--- config.mk ---
export PLATFORM = sky130hd
export DESIGN_NAME = freeze_ctrl
export DESIGN_NICKNAME = d
export VERILOG_FILES = /design/src/design/freeze_pkg.sv /design/src/design/freeze_sync.sv /design/src/design/freeze_ctrl.sv
export SDC_FILE = /design/constraint.sdc
export NUM_CORES = 1
export LEC_CHECK = 0
export BUFFER_PORTS_ARGS = -buffer_cell sky130_fd_sc_hd__buf_4
export CAP_MARGIN = 10
export CORE_ASPECT_RATIO = 1.4
export CORE_MARGIN = 1.5
export CORE_UTILIZATION = 40
export CTS_CLUSTER_SIZE = 40
export DETAILED_ROUTE_END_ITERATION = 6
export GPL_TIMING_DRIVEN = 0
export PLACE_DENSITY = 0.67
export RECOVER_POWER = 25
export SETUP_SLACK_MARGIN = 0.2
export SYNTH_ARGS = -nofsm -noshare
export SYNTH_HDL_FRONTEND = slang
export SYNTH_SLANG_ARGS = --single-unit
--- constraint.sdc ---
create_clock -name aclk -period 2.9 [get_ports aclk]
set_input_delay 0.58 -clock aclk [delete_from_list [all_inputs] [get_ports aclk]]
set_output_delay 0.58 -clock aclk [all_outputs]
set_load 0.1 [all_outputs]
--- src/design/freeze_pkg.sv ---
package freeze_pkg;

	localparam int num_io = 8;
	localparam int data_w = 32;

	// Register byte offsets
	localparam logic [7:0] ctrl_off = 8'h00;
	localparam logic [7:0] status_off = 8'h04;
	localparam logic [7:0] mode_off = 8'h08;
	localparam logic [7:0] io_out_off = 8'h0c;
	localparam logic [7:0] io_oe_off = 8'h10;
	localparam logic [7:0] io_in_off = 8'h14;
	localparam logic [7:0] count_off = 8'h18;

	// Control fields
	localparam int ctrl_pin_en_bit = 0;
	localparam int ctrl_core_route_bit = 1;
	localparam int ctrl_allow_bit = 2;

	// Reset values
	localparam logic [2:0] ctrl_reset = 3'h1;
	localparam logic [15:0] mode_reset = 16'h0000;

	// Entry and exit bound
	localparam int freeze_limit_ns = 1000;
	localparam int clk_period_ns = 5;
	localparam int freeze_limit_cycles = freeze_limit_ns / clk_period_ns;
	// Entry and exit each take this many cycles, well inside the bound
	localparam int transition_cycles = 2;

	typedef enum logic [1:0] {
		hold_state,
		tristate,
		drive_weak,
		drive_fixed
	} io_freeze_mode_t;

	typedef struct packed {
		logic [num_io-1:0] out;
		logic [num_io-1:0] oe;
		logic [num_io-1:0] pull_up;
		logic [num_io-1:0] pull_down;
	} io_pins_t;

	localparam logic [1:0] resp_okay = 2'h0;
	localparam logic [1:0] resp_slverr = 2'h2;

endpackage

--- src/design/freeze_sync.sv ---
`timescale 1ns/1ps
module freeze_sync
	import freeze_pkg::*;
(
	input wire logic aclk,
	input wire logic aresetn,
	input wire logic d,
	output logic q
);
	logic meta;

	always_ff @(posedge aclk) begin
		if (!aresetn) begin
			meta <= 1'b1;
			q <= 1'b1;
		end else begin
			meta <= d;
			q <= meta;
		end
	end
endmodule // freeze_sync

--- src/design/freeze_ctrl.sv ---
// The address map and the AXI4-Lite register port were chosen for this implementation.
`timescale 1ns/1ps
module freeze_ctrl
	import freeze_pkg::*;
(
	input wire logic aclk,
	input wire logic aresetn,
	input wire logic [31:0] s_axi_awaddr,
	input wire logic s_axi_awvalid,
	output logic s_axi_awready,
	input wire logic [31:0] s_axi_wdata,
	input wire logic [3:0] s_axi_wstrb,
	input wire logic s_axi_wvalid,
	output logic s_axi_wready,
	output logic [1:0] s_axi_bresp,
	output logic s_axi_bvalid,
	input wire logic s_axi_bready,
	input wire logic [31:0] s_axi_araddr,
	input wire logic s_axi_arvalid,
	output logic s_axi_arready,
	output logic [31:0] s_axi_rdata,
	output logic [1:0] s_axi_rresp,
	output logic s_axi_rvalid,
	input wire logic s_axi_rready,
	input wire logic freeze_n_in,
	output logic freeze_n_out,
	output logic freeze_n_oe,
	output logic core_freeze_req,
	input wire logic core_freeze_ok,
	output logic frozen,
	input wire logic [num_io-1:0] user_out,
	input wire logic [num_io-1:0] user_oe,
	input wire logic [num_io-1:0] io_in,
	output io_pins_t pins,
	output logic core_clk_en
);
	typedef enum logic [1:0] {
		st_active,
		st_entering,
		st_frozen,
		st_exiting
	} fstate_t;

	fstate_t state;
	fstate_t next_state;
	logic [2:0] ctrl;
	logic [15:0] mode;
	logic [num_io-1:0] fixed_lvl;
	// Request pin's own drive when it serves as plain I/O
	logic sw_out;
	logic sw_oe;
	logic [num_io-1:0] in_hold;
	logic [num_io-1:0] held_out;
	logic [num_io-1:0] held_oe;
	logic [15:0] freeze_count;
	logic [1:0] tcount;
	logic req_sync;
	logic aw_held;
	logic w_held;
	logic [7:0] aw_addr;
	logic [31:0] w_data;

	function automatic io_freeze_mode_t mode_of(input logic [15:0] m, input int i);
		return io_freeze_mode_t'(m[2*i +: 2]);
	endfunction

	function automatic logic known_addr(input logic [7:0] a);
		return a == ctrl_off || a == status_off || a == mode_off || a == io_out_off ||
			a == io_oe_off || a == io_in_off || a == count_off;
	endfunction

	// Pin as freeze request, or plain user I/O when freeze is disabled
	wire pin_en = ctrl[ctrl_pin_en_bit];
	wire route_core = ctrl[ctrl_core_route_bit];
	wire sw_allow = ctrl[ctrl_allow_bit];
	wire req_low = pin_en && !req_sync;
	// Core gate only counts when routed; software allow bit covers the direct path
	wire gate_ok = route_core ? core_freeze_ok : sw_allow;
	wire enter_go = req_low && gate_ok;
	wire is_frozen = state == st_frozen || state == st_entering;
	wire tdone = tcount == 2'(transition_cycles - 1);

	// Synchronised copy; the raw pin reaches nothing else
	freeze_sync u_sync (
		.aclk(aclk),
		.aresetn(aresetn),
		.d(freeze_n_in),
		.q(req_sync)
	);

	always_comb begin
		next_state = state;
		case (state)
			st_active: if (enter_go) next_state = st_entering;
			st_entering: if (tdone) next_state = st_frozen;
			st_frozen: if (!req_low) next_state = st_exiting;
			st_exiting: if (tdone) next_state = st_active;
			default: next_state = st_active;
		endcase
	end

	always_ff @(posedge aclk) begin
		if (!aresetn) begin
			state <= st_active;
			tcount <= 2'h0;
		end else begin
			state <= next_state;
			tcount <= (next_state != state) ? 2'h0 : tcount + 2'h1;
		end
	end

	// Capture the pin image at entry; it is what the hold mode replays
	always_ff @(posedge aclk) begin
		if (!aresetn) begin
			held_out <= '0;
			held_oe <= '0;
		end else if (state == st_active && enter_go) begin
			held_out <= user_out;
			held_oe <= user_oe;
		end
	end

	// Inputs sampled only while running; toggling during freeze is ignored
	always_ff @(posedge aclk) begin
		if (!aresetn)
			in_hold <= '0;
		else if (!is_frozen)
			in_hold <= io_in;
	end

	// Pin drivers, registered so outputs come straight from flip-flops
	always_ff @(posedge aclk) begin
		if (!aresetn) begin
			pins <= '0;
		end else begin
			for (int i = 0; i < num_io; i++) begin
				if (next_state != st_frozen && next_state != st_entering) begin
					pins.out[i] <= user_out[i];
					pins.oe[i] <= user_oe[i];
					pins.pull_up[i] <= 1'b0;
					pins.pull_down[i] <= 1'b0;
				end else begin
					case (mode_of(mode, i))
						hold_state: begin
							pins.out[i] <= held_out[i];
							pins.oe[i] <= held_oe[i];
							pins.pull_up[i] <= 1'b0;
							pins.pull_down[i] <= 1'b0;
						end
						tristate: begin
							pins.out[i] <= 1'b0;
							pins.oe[i] <= 1'b0;
							pins.pull_up[i] <= 1'b0;
							pins.pull_down[i] <= 1'b0;
						end
						drive_weak: begin
							pins.out[i] <= 1'b0;
							pins.oe[i] <= 1'b0;
							pins.pull_up[i] <= fixed_lvl[i];
							pins.pull_down[i] <= !fixed_lvl[i];
						end
						drive_fixed: begin
							pins.out[i] <= fixed_lvl[i];
							pins.oe[i] <= 1'b1;
							pins.pull_up[i] <= 1'b0;
							pins.pull_down[i] <= 1'b0;
						end
						default: begin
							pins.out[i] <= held_out[i];
							pins.oe[i] <= held_oe[i];
							pins.pull_up[i] <= 1'b0;
							pins.pull_down[i] <= 1'b0;
						end
					endcase
				end
			end
		end
	end

	// Core clock gate stalls every core register and memory without reset
	always_ff @(posedge aclk) begin
		if (!aresetn) begin
			core_clk_en <= 1'b1;
			frozen <= 1'b0;
			core_freeze_req <= 1'b0;
			freeze_n_out <= 1'b0;
			freeze_n_oe <= 1'b0;
			freeze_count <= 16'h0000;
		end else begin
			core_clk_en <= !(next_state == st_entering || next_state == st_frozen);
			frozen <= next_state == st_frozen;
			// Exit reopens the gate only; no reset or reload of core state
			core_freeze_req <= pin_en && route_core && !req_sync;
			freeze_n_out <= sw_out;
			freeze_n_oe <= !pin_en && sw_oe;
			if (state == st_active && next_state == st_entering)
				freeze_count <= freeze_count + 16'h0001;
		end
	end

	// AXI4-Lite slave: address and data taken in either order
	wire aw_take = s_axi_awvalid && s_axi_awready;
	wire w_take = s_axi_wvalid && s_axi_wready;
	wire do_write = aw_held && w_held && !s_axi_bvalid;
	wire wr_known = known_addr(aw_addr);

	always_ff @(posedge aclk) begin
		if (!aresetn) begin
			aw_held <= 1'b0;
			w_held <= 1'b0;
			aw_addr <= 8'h00;
			w_data <= '0;
			s_axi_awready <= 1'b0;
			s_axi_wready <= 1'b0;
			s_axi_bvalid <= 1'b0;
			s_axi_bresp <= resp_okay;
		end else begin
			s_axi_awready <= !aw_held && !aw_take && !s_axi_bvalid;
			s_axi_wready <= !w_held && !w_take && !s_axi_bvalid;
			if (aw_take) begin
				aw_held <= 1'b1;
				aw_addr <= s_axi_awaddr[7:0];
			end
			if (w_take) begin
				w_held <= 1'b1;
				w_data <= s_axi_wdata;
			end
			if (do_write) begin
				aw_held <= 1'b0;
				w_held <= 1'b0;
				s_axi_bvalid <= 1'b1;
				s_axi_bresp <= wr_known ? resp_okay : resp_slverr;
			end else if (s_axi_bvalid && s_axi_bready) begin
				s_axi_bvalid <= 1'b0;
			end
		end
	end

	// Settings change only while active; a write committing on the edge that enters a freeze still takes effect during it
	always_ff @(posedge aclk) begin
		if (!aresetn) begin
			ctrl <= ctrl_reset;
			mode <= mode_reset;
			fixed_lvl <= '0;
			sw_out <= 1'b0;
			sw_oe <= 1'b0;
		end else if (do_write && state == st_active) begin
			case (aw_addr)
				ctrl_off: ctrl <= w_data[2:0];
				mode_off: mode <= w_data[15:0];
				io_out_off: fixed_lvl <= w_data[num_io-1:0];
				io_oe_off: begin
					sw_out <= w_data[0];
					sw_oe <= w_data[8];
				end
				default: ;
			endcase
		end
	end

	wire [7:0] rd_addr = s_axi_araddr[7:0];
	wire [31:0] rd_mux =
		rd_addr == ctrl_off ? {29'h0, ctrl} :
		rd_addr == status_off ? {27'h0, req_sync, state == st_frozen, core_clk_en, state} :
		rd_addr == mode_off ? {16'h0, mode} :
		rd_addr == io_out_off ? {24'h0, fixed_lvl} :
		rd_addr == io_oe_off ? {23'h0, sw_oe, 7'h0, sw_out} :
		rd_addr == io_in_off ? {24'h0, in_hold} :
		rd_addr == count_off ? {16'h0, freeze_count} : 32'h0;

	always_ff @(posedge aclk) begin
		if (!aresetn) begin
			s_axi_arready <= 1'b0;
			s_axi_rvalid <= 1'b0;
			s_axi_rdata <= '0;
			s_axi_rresp <= resp_okay;
		end else begin
			s_axi_arready <= !s_axi_arready && !s_axi_rvalid && s_axi_arvalid;
			if (s_axi_arvalid && s_axi_arready) begin
				s_axi_rvalid <= 1'b1;
				s_axi_rdata <= rd_mux;
				s_axi_rresp <= known_addr(rd_addr) ? resp_okay : resp_slverr;
			end else if (s_axi_rvalid && s_axi_rready) begin
				s_axi_rvalid <= 1'b0;
			end
		end
	end
endmodule // freeze_ctrl

==> metrics.csv, run 1 <==
metric,value,unit
status,finished clean,
worst-skew pair later-pin latency,0.42,ns
CP max stage cell,dfxtp_2,
f_max,376,MHz
DR top layer,met4,
Final ANT Viol Nets,0,
maximum clock insertion buffer count,2,
Arrival @ worst endpoint,2.99,ns
antenna cells,0,
adder-cell share of the synthesized area,0.0163,
sequential share of the synthesized area,0.466,
synthesized area,6910,um^2
drt pass-1 iters,6,
post-route clock skew,0.00578,ns
Fill cells,1611,
fraction of layout cells with a size suffix above 1,0.210,
reg2reg start,state[0],
GR Util All Layers,0.221,
R2R setup slack,0.24,ns
xor/xnor share of the synthesized area,0.0127,
Post-synth EDFFs,0,
Final HPWL DP,14500,um
CTS tree,built,
clock tree sinks,161,
Die ar.,18100,um^2
vias in the first global route,5811,
largest fanout on the critical path,10,
Metal-1 WL,8190,um
hold crit path type,in -> reg,
CP Class,reg -> reg,
Post-synth ARST share,0,
Max-Cap Viols,0,
Reg area,3230,um^2
final std cells w/o fill,1136,
drt via density,5.30,
PortBufs,124,
Syn Area/Cell,9.12,um^2
wire per inst,17.6,um
relative slew slack,0.208,
Inst Count DP,1102,
reg2reg end,pins[7],
via count,6018,
critical-path cell list,inv_1 -> ha_2 -> a21oi_1 -> a21oi_1 -> or2_2 -> ha_1 -> clkbuf_8 -> nor2b_4 -> clkinv_4 -> nor4b_2,
pwr/cell area,665,nW/um^2
Simple-Gate Fraction of Synth Area,0.246,
Die Y,159,um
final hold viol count,0,
DRC,0,
clk root buf,clkbuf_16,
largest family of logic cells by synthesized area,simple AND/OR/NAND/NOR gates,
Leak Pwr,0.00357,uW
Min-Delay Endpoint,u_sync.meta,
Die X,114,um
met2 WL,9890,um
"Primary FF master, synth",dfxtp_1,
total CTS buffers,17,
antenna violations before repair,0,
CTS H-tree depth,4,
cell with the most instances after synthesis,dfxtp_1,
Area contributors post-synth,"dfxtp_1 (47%), nand2_1 (6.5%), mux2i_1 (6.1%), o21ai_0 (3.6%), nand3_1 (3.4%)",
crit path launch type,register,
Nets,1062,
GRT overflow,0,
Hold Crit Depth,2,
Yosys Warn Count,0,
Compound-Gate Fraction of Synth Area,0.138,
mux cell area share after synthesis,0.0706,
Max Slew Vio Count,0,
multi-input logic area,3500,um^2
starting density of the core,0.411,
max incr delay on CP,0.37,ns
pin count of the biggest net entering global routing,17,
GPL Wtd Cong,0.859,
worst slew pin tran,1.19,ns
min-delay src,freeze_n_in,
Critical Path RT,3.23,ns
Worst-path clk slew,0.07,ns
# hold bufs at CTS,0,
leading area contributor after synthesis,dfxtp_1,
Final TNS setup,0,ns
setup violators final,0,
crit-path most repeated cell,a21oi_1,
Gate Count Post-Synth,758,
global-route wire length before repair,30300,um
Max VDD drop,0.353,mV
routed wl met3,1100,um
total wire length,19900,um
Core Area,16800,um^2
clock period minus worst slack,2.66,ns
RSZ-0062 raised after global routing,false,
CP Capture Type,register,
#FFs+latches synth,161,
violation count after the first detailed-route iteration,416,
R2R cell count,10,
Synth top area share,0.466,
FP Rows,56,
Synth cell types,62,
num ports,211,
P&R area growth vs syn,27.5,%
synth cell count leaders,"dfxtp_1 (161), nand2_1 (119), o21ai_0 (50)",
fin crit share,0.918,
[through the flow]
stage	setup WS (ns)	hold WS, ns	instance area (um^2)	power (uW)	utilization
floorplan	0.228	0.386	6980	3170	-
global placement	-0.601	0.397	8160	3440	0.485
detailed placement	-0.557	0.407	8160	3440	0.485
CTS	0.244	0.366	8900	5900	0.529
global route	0.104	0.361	8820	6040	0.524
finish	0.239	0.371	8820	5870	0.524
[area by class of cell]
cell class / count / area share
repair buffers: 126 / 0.0949
clock inverters: 13 / 0.0221
flip-flops and latches: 161 / 0.366
clock buffers: 19 / 0.0514
plain buffers: 58 / 0.0355
multi-input cells: 546 / 0.396
inverters: 10 / 0.00482
well taps: 203 / 0.0288
[cells in the final DEF (no fill, tap or decap), drive strengths merged, types with 18 or more instances in the layout]
cell type / instances
nor2b: 32
o21ai: 52
nand3: 50
nor2: 22
a21oi: 21
and2: 20
a21boi: 30
nand2: 119
mux2i: 42
clkbuf: 77
dfxtp: 161
buf: 126
conb: 18
[worst max-delay path: cells and delay by family (launching register included)]
kind                     cells  cell delay, ns
flip-flops                   1            0.37
AO/OA/AOI/OAI                2            0.30
AND/OR/NAND/NOR              3            0.77
adder cells (fa/ha/maj)      2            0.63
buffers and inverters        3            0.49
[routing by layer]
| metal | up-vias | global-route usage |
|---|---|---|
| li1 | 2968 | - |
| met1 | 2771 | 0.256 |
| met2 | 235 | 0.404 |
| met3 | 44 | 0.0335 |
| met4 | 0 | 0.0935 |
| met5 | - | 0 |
[repair_timing]
| action | 4_1_cts | 5_1_grt |
|---|---|---|
| setup buffers | 2 | 0 |
| gates resized for setup | 23 | 12 |
| setup endpoints to repair | 40 | 28 |
| pin swaps | 2 | 2 |
| cloned | 0 | 0 |
[worst max path at each step]
stage | startpoint | end | slack, ns | cells after the start
after detailed placement | state[1] | pins[4] | -0.56 | 11
after global routing | state[0] | pins[2] | 0.10 | 10
after global placement | state[0] | pins[2] | -0.60 | 10
final | state[0] | pins[7] | 0.24 | 10
after floorplan | state[0] | pins[0] | 0.23 | 11
after CTS | state[1] | freeze_count[15] | 0.24 | 10
[where the power goes]
group	internal [uW]	total [uW]	switching, uW
sequential	2300	2360	55.0
clock	1510	2460	955
combinational	281	1050	767
[cells by family (layout without fill, tap and decap cells)]
logic type | count (synthesis) | in the layout
buf+inv | 68 | 226
flops | 161 | 161
compound gates | 144 | 144
other cells | 1 | 18
fa+ha+maj | 9 | 9
simple gates | 317 | 317
xor+xnor | 10 | 10
mux | 48 | 48
[flip-flops by register name, summed over array words and instances (netlist names), 2 cells and up]
signal / count
pins: 32
state: 2
held_oe: 8
aw_addr: 8
s_axi_rdata: 16
fixed_lvl: 8
mode: 16
tcount: 2
in_hold: 8
held_out: 8
freeze_count: 16
w_data: 16
ctrl: 3
No activity file was read; power rests on OpenSTA's default activity.
==> run 2, diff against run 1 <==
--- a/config.mk
+++ b/config.mk
@@ -5,15 +5,14 @@
 export SDC_FILE = /design/constraint.sdc
 export NUM_CORES = 1
 export LEC_CHECK = 0
-export BUFFER_PORTS_ARGS = -buffer_cell sky130_fd_sc_hd__buf_4
 export CAP_MARGIN = 10
 export CORE_ASPECT_RATIO = 1.4
 export CORE_MARGIN = 1.5
 export CORE_UTILIZATION = 40
 export CTS_CLUSTER_SIZE = 40
 export DETAILED_ROUTE_END_ITERATION = 6
+export DONT_BUFFER_PORTS = 1
 export GPL_TIMING_DRIVEN = 0
-export PLACE_DENSITY = 0.67
 export RECOVER_POWER = 25
 export SETUP_SLACK_MARGIN = 0.2
 export SYNTH_ARGS = -nofsm -noshare
==> run 2 against run 1 <==
Effect of this change: flip-flop and latch count did not move; clock skew rose by 0.0017 ns; final area fell by 9.2%; critical path depth rose by 1; setup slack improved by 0.026 ns; global-route usage rose by 0.66 points; cell count fell by 11%; worst hold slack got worse by 0.12 ns; largest cell class unchanged.
==> metrics.csv, run 2 (synthesized netlist as in run 1, its figures left out) <==
metric,value,unit,change
critical-path cell list,inv_2 -> ha_2 -> inv_1 -> a21oi_2 -> and2_1 -> or2_2 -> ha_1 -> buf_6 -> nor2b_4 -> clkinv_4 -> nor4b_4,,
pin count of the biggest net entering global routing,17,,unchanged
Worst-path clk slew,0.06,ns,about the same
total CTS buffers,17,,unchanged
Max Slew Vio Count,0,,unchanged
relative slew slack,0.314,,+0.106
Arrival @ worst endpoint,2.96,ns,-0.03 ns
P&R area growth vs syn,15.9,%,
GPL Wtd Cong,0.861,,+0.23%
worst path bufs/invs,4,,+1
DRC,0,,unchanged
R2R setup slack,0.26,ns,+0.03 ns
RSZ-0062 raised after global routing,true,,
PortBufs,0,,-100%
hold crit path type,in -> reg,,
worst-skew pair later-pin latency,0.43,ns,about the same
"most common cell after layout, fill and taps aside",dfxtp_1,,
fin util,0.476,,-0.0481
WP depth,11,,+1
num ports,211,,unchanged
worst slew pin tran,1.03,ns,-0.166 ns
R2R cell count,11,,+1
maximum clock insertion buffer count,2,,unchanged
"commonest non-fill, non-tap cells in the layout","dfxtp_1 (159), nand2_1 (118), o21ai_0 (49)",,
Leak Pwr,0.00304,uW,-15%
Final HPWL DP,15200,um,+5.2%
CTS tree,built,,
overall power,5600,uW,-4.6%
max incr delay on CP,0.42,ns,+0.05 ns
wire per inst,20.1,um,+14%
Die ar.,18100,um^2,unchanged
setup violators final,0,,unchanged
via count,5688,,-5.5%
Max-Cap Viols,0,,unchanged
crit path launch type,register,,
f_max,379,MHz,+0.99%
post-route clock skew,0.00752,ns,+0.00174 ns
pwr/cell area,699,nW/um^2,+5.1%
Biggest register,pins,,
Core Area,16800,um^2,unchanged
clk root buf,clkbuf_16,,
Nets,940,,-11%
Critical Path RT,3.22,ns,about the same
antenna cells,0,,unchanged
CP Capture Type,register,,
crit-path leading delay family,simple AND/OR/NAND/NOR gates,,
status,finished clean,,
GRT overflow,0,,unchanged
CTS H-tree depth,4,,unchanged
Hold Crit Depth,1,,-1
drt pass-1 iters,5,,-1
Final ANT Viol Nets,0,,unchanged
FP Rows,56,,unchanged
clock tree sinks,161,,unchanged
violation count after the first detailed-route iteration,316,,-24%
Fill cells,1640,,+1.8%
Die Y,159,um,unchanged
Largest register FFs,32,,unchanged
antenna violations before repair,0,,unchanged
total wire length,20400,um,+2.1%
final hold viol count,0,,unchanged
fin crit share,0.909,,-0.00898
global-route wire length before repair,30700,um,+1.6%
vias in the first global route,5552,,-4.5%
Setup WS pre-CTS,-1.25,ns,-0.690 ns
CP Class,reg -> reg,,
CP max stage cell,dfxtp_2,,
final worst setup slack,0.265,ns,+0.0260 ns
drt via density,5.61,,+5.9%
GR Util All Layers,0.228,,+0.00664
starting density of the core,0.411,,unchanged
Max VDD drop,0.401,mV,+13%
fraction of layout cells with a size suffix above 1,0.125,,-0.0855
largest fanout on the critical path,10,,unchanged
clock period minus worst slack,2.64,ns,-0.0260 ns
Die X,114,um,unchanged
## run 2: worst paths after layout
path,from,endpoint
hold reg to reg,u_sync.meta,u_sync.q
hold / removal,freeze_n_in,u_sync.meta
setup / recovery,state[1],pins[1]
setup reg to reg,state[1],pins[1]
## run 2: area by class of cell
class | count | area (um^2) | share of cell area
plain buffers | 58 | 319 | 0.0398
clock buffers | 23 | 458 | 0.0572
clock inverters | 9 | 133 | 0.0166
inverters | 10 | 42.5 | 0.00531
multi-input cells | 546 | 3550 | 0.443
flip-flops and latches | 161 | 3230 | 0.403
well taps | 203 | 254 | 0.0317
repair buffers | 3 | 22.5 | 0.00281
repair inverters | 1 | 5.00 | 0.000625
## run 2: layer usage
metal | share of wire | up-vias | track usage
met2 | 0.51 | 205 | 0.398
met1 | 0.40 | 2715 | 0.259
li1 | - | 2710 | -
met3 | 0.058 | 58 | 0.0518
met5 | 0 | - | 0
met4 | 0.038 | 0 | 0.117
## run 2: report_power, final
group	leakage, uW	total (uW)	internal (uW)	switching [uW]
Combinational	0.00145	606	204	402
Clock	0.000281	2280	1380	901
Sequential	0.00131	2710	2300	411
## run 2: worst reg2reg max path, delay by kind of cell, from the launching register on
kind | cells | cell delay, ns
simple gates | 4 | 0.99
fa+ha+maj | 2 | 0.54
buf+inv | 4 | 0.51
flops | 1 | 0.42
compound gates | 1 | 0.06
## run 2: what timing repair did
action	CTS	global route
hold buffers	0	0
pin swaps	3	5
setup buffers	3	0
cloned	0	1
endpoints found under the setup margin	42	38
resized for setup	28	18
## run 2: stage by stage
stage	area (um^2)	hold slack (ns)	TNS (ns)	cells
5_1_grt	8010	0.242	0	1014
4_1_cts	7960	0.242	0	1013
2_1_floorplan	6980	0.386	0	775
3_5_place_dp	7230	0.410	-17.49	978
3_3_place_gp	7230	0.394	-12.96	978
6_report	8010	0.249	0	1014
==> run 3, diff against run 2 <==
--- a/config.mk
+++ b/config.mk
@@ -13,7 +13,8 @@
 export DETAILED_ROUTE_END_ITERATION = 6
 export DONT_BUFFER_PORTS = 1
 export GPL_TIMING_DRIVEN = 0
-export RECOVER_POWER = 25
+export PLACE_DENSITY_LB_ADDON = 0.05
+export RECOVER_POWER = 100
 export SETUP_SLACK_MARGIN = 0.2
 export SYNTH_ARGS = -nofsm -noshare
 export SYNTH_HDL_FRONTEND = slang
==> run 3 against run 2 <==
Effect of this change: flip-flop and latch count did not move; critical path depth unchanged; register-to-register slack is essentially flat; highest routed layer unchanged.
==> metrics.csv, run 3 (synthesized netlist as in run 1, its figures left out) <==
metric,value,unit,change
worst-skew pair later-pin latency,0.43,ns,about the same
Biggest register,pins,,
status,finished clean,,
starting density of the core,0.411,,unchanged
CP Capture Type,register,,
final worst setup slack,0.253,ns,-0.0118 ns
total CTS buffers,17,,unchanged
clk root buf,clkbuf_16,,
antenna violations before repair,0,,unchanged
# hold bufs at CTS,0,,unchanged
maximum clock insertion buffer count,2,,unchanged
GR Util All Layers,0.230,,+0.00231
Setup WS pre-CTS,-1.15,ns,+0.0941 ns
"most common cell after layout, fill and taps aside",dfxtp_1,,
clock period minus worst slack,2.65,ns,+0.0118 ns
CP Class,reg -> reg,,
CTS tree,built,,
Worst-path clk slew,0.06,ns,about the same
post-route clock skew,0.00638,ns,-0.00114 ns
Leak Pwr,0.00304,uW,about the same
pin count of the biggest net entering global routing,17,,unchanged
relative slew slack,0.316,,+0.00179
design area,7930,um^2,-0.98%
fin crit share,0.913,,+0.00408
FP Rows,56,,unchanged
largest fanout on the critical path,10,,unchanged
P&R area growth vs syn,14.7,%,
GPL Wtd Cong,0.855,,-0.67%
antenna cells,0,,unchanged
"commonest non-fill, non-tap cells in the layout","dfxtp_1 (159), nand2_1 (118), o21ai_0 (51)",,
Final ANT Viol Nets,0,,unchanged
Die ar.,18100,um^2,unchanged
worst slew pin tran,1.02,ns,-0.00268 ns
Core Area,16800,um^2,unchanged
num ports,211,,unchanged
Max-Cap Viols,0,,unchanged
Nets,941,,+0.11%
PortBufs,0,,unchanged
RSZ-0062 raised after global routing,true,,
GRT overflow,0,,unchanged
dpl cell area,7230,um^2,unchanged
Hold Slack,0.256,ns,+0.00680 ns
fraction of layout cells with a size suffix above 1,0.123,,-0.00138
via count,5535,,-2.7%
wire per inst,19.9,um,-0.73%
Final HPWL DP,15200,um,+0.13%
hold crit path type,in -> reg,,
setup violators final,0,,unchanged
violation count after the first detailed-route iteration,279,,-12%
vias in the first global route,5570,,+0.32%
crit path launch type,register,,
Die Y,159,um,unchanged
clock tree sinks,161,,unchanged
drt via density,5.45,,-2.8%
Die X,114,um,unchanged
drt pass-1 iters,4,,-1
total wire length,20200,um,-0.63%
f_max,378,MHz,-0.45%
pwr/cell area,698,nW/um^2,-0.15%
global-route wire length before repair,30900,um,+0.47%
final hold viol count,0,,unchanged
CTS H-tree depth,4,,unchanged
Largest register FFs,32,,unchanged
Inst Count DP,978,,unchanged
Critical Path RT,3.22,ns,about the same
Max VDD drop,0.349,mV,-13%
final std cells w/o fill,1015,,+0.099%
Max Slew Vio Count,0,,unchanged
Arrival @ worst endpoint,2.97,ns,about the same
DRC,0,,unchanged
## run 3: power by group
part,switching (uW),leakage (uW),internal (uW)
clock network,951,0.000282,1280
registers,407,0.00131,2300
logic,399,0.00145,198
## run 3: path summary, 6_finish.rpt
kind	from	cells after the start	slack [ns]	end
worst min-delay path	freeze_n_in	1	0.26	u_sync.meta
worst min register to register	u_sync.meta	1	0.40	u_sync.q
worst max-delay path	state[1]	11	0.25	pins[4]
worst max register to register	state[1]	11	0.25	pins[4]
## run 3: layer usage
metal / part of all wire / global-route usage
met5: 0 / 0
met4: 0.016 / 0.0756
met3: 0.050 / 0.0495
met2: 0.52 / 0.414
met1: 0.42 / 0.271
## run 3: repair_timing
item	in CTS	in global routing
gates cloned	0	1
pin swaps	0	3
buffers inserted	1	3
resized for setup	23	21
endpoints found under the setup margin	40	34
## run 3: through the flow
stage / util / setup TNS [ns] / total power [uW]
after floorplan: - / 0 / 3170
after global placement: 0.430 / -17.56 / 3310
after detailed placement: 0.430 / -18.08 / 3310
after CTS: 0.470 / 0 / 5570
after global routing: 0.472 / 0 / 5750
final: 0.472 / 0 / 5530
## run 3: final cells by class
type | count | area, um^2
timing repair buffer | 4 | 30.0
multi-input combinational | 546 | 3480
buffer | 58 | 310
clock inverter | 15 | 158
tap | 203 | 254
fill | 1689 | 8880
clock buffer | 17 | 425
sequential | 161 | 3230
inverter | 10 | 37.5
timing repair inverter | 1 | 6.26
## run 3: critical path, cell delays in order (launching register included)
cell      delay, ns
dfxtp_4        0.39
inv_1          0.09
ha_1           0.24
o21ba_2        0.24
a211oi_1       0.33
a211oi_2       0.09
inv_1          0.07
ha_1           0.23
buf_4          0.20
nor2b_4        0.20
inv_2          0.13
nor4b_1        0.32
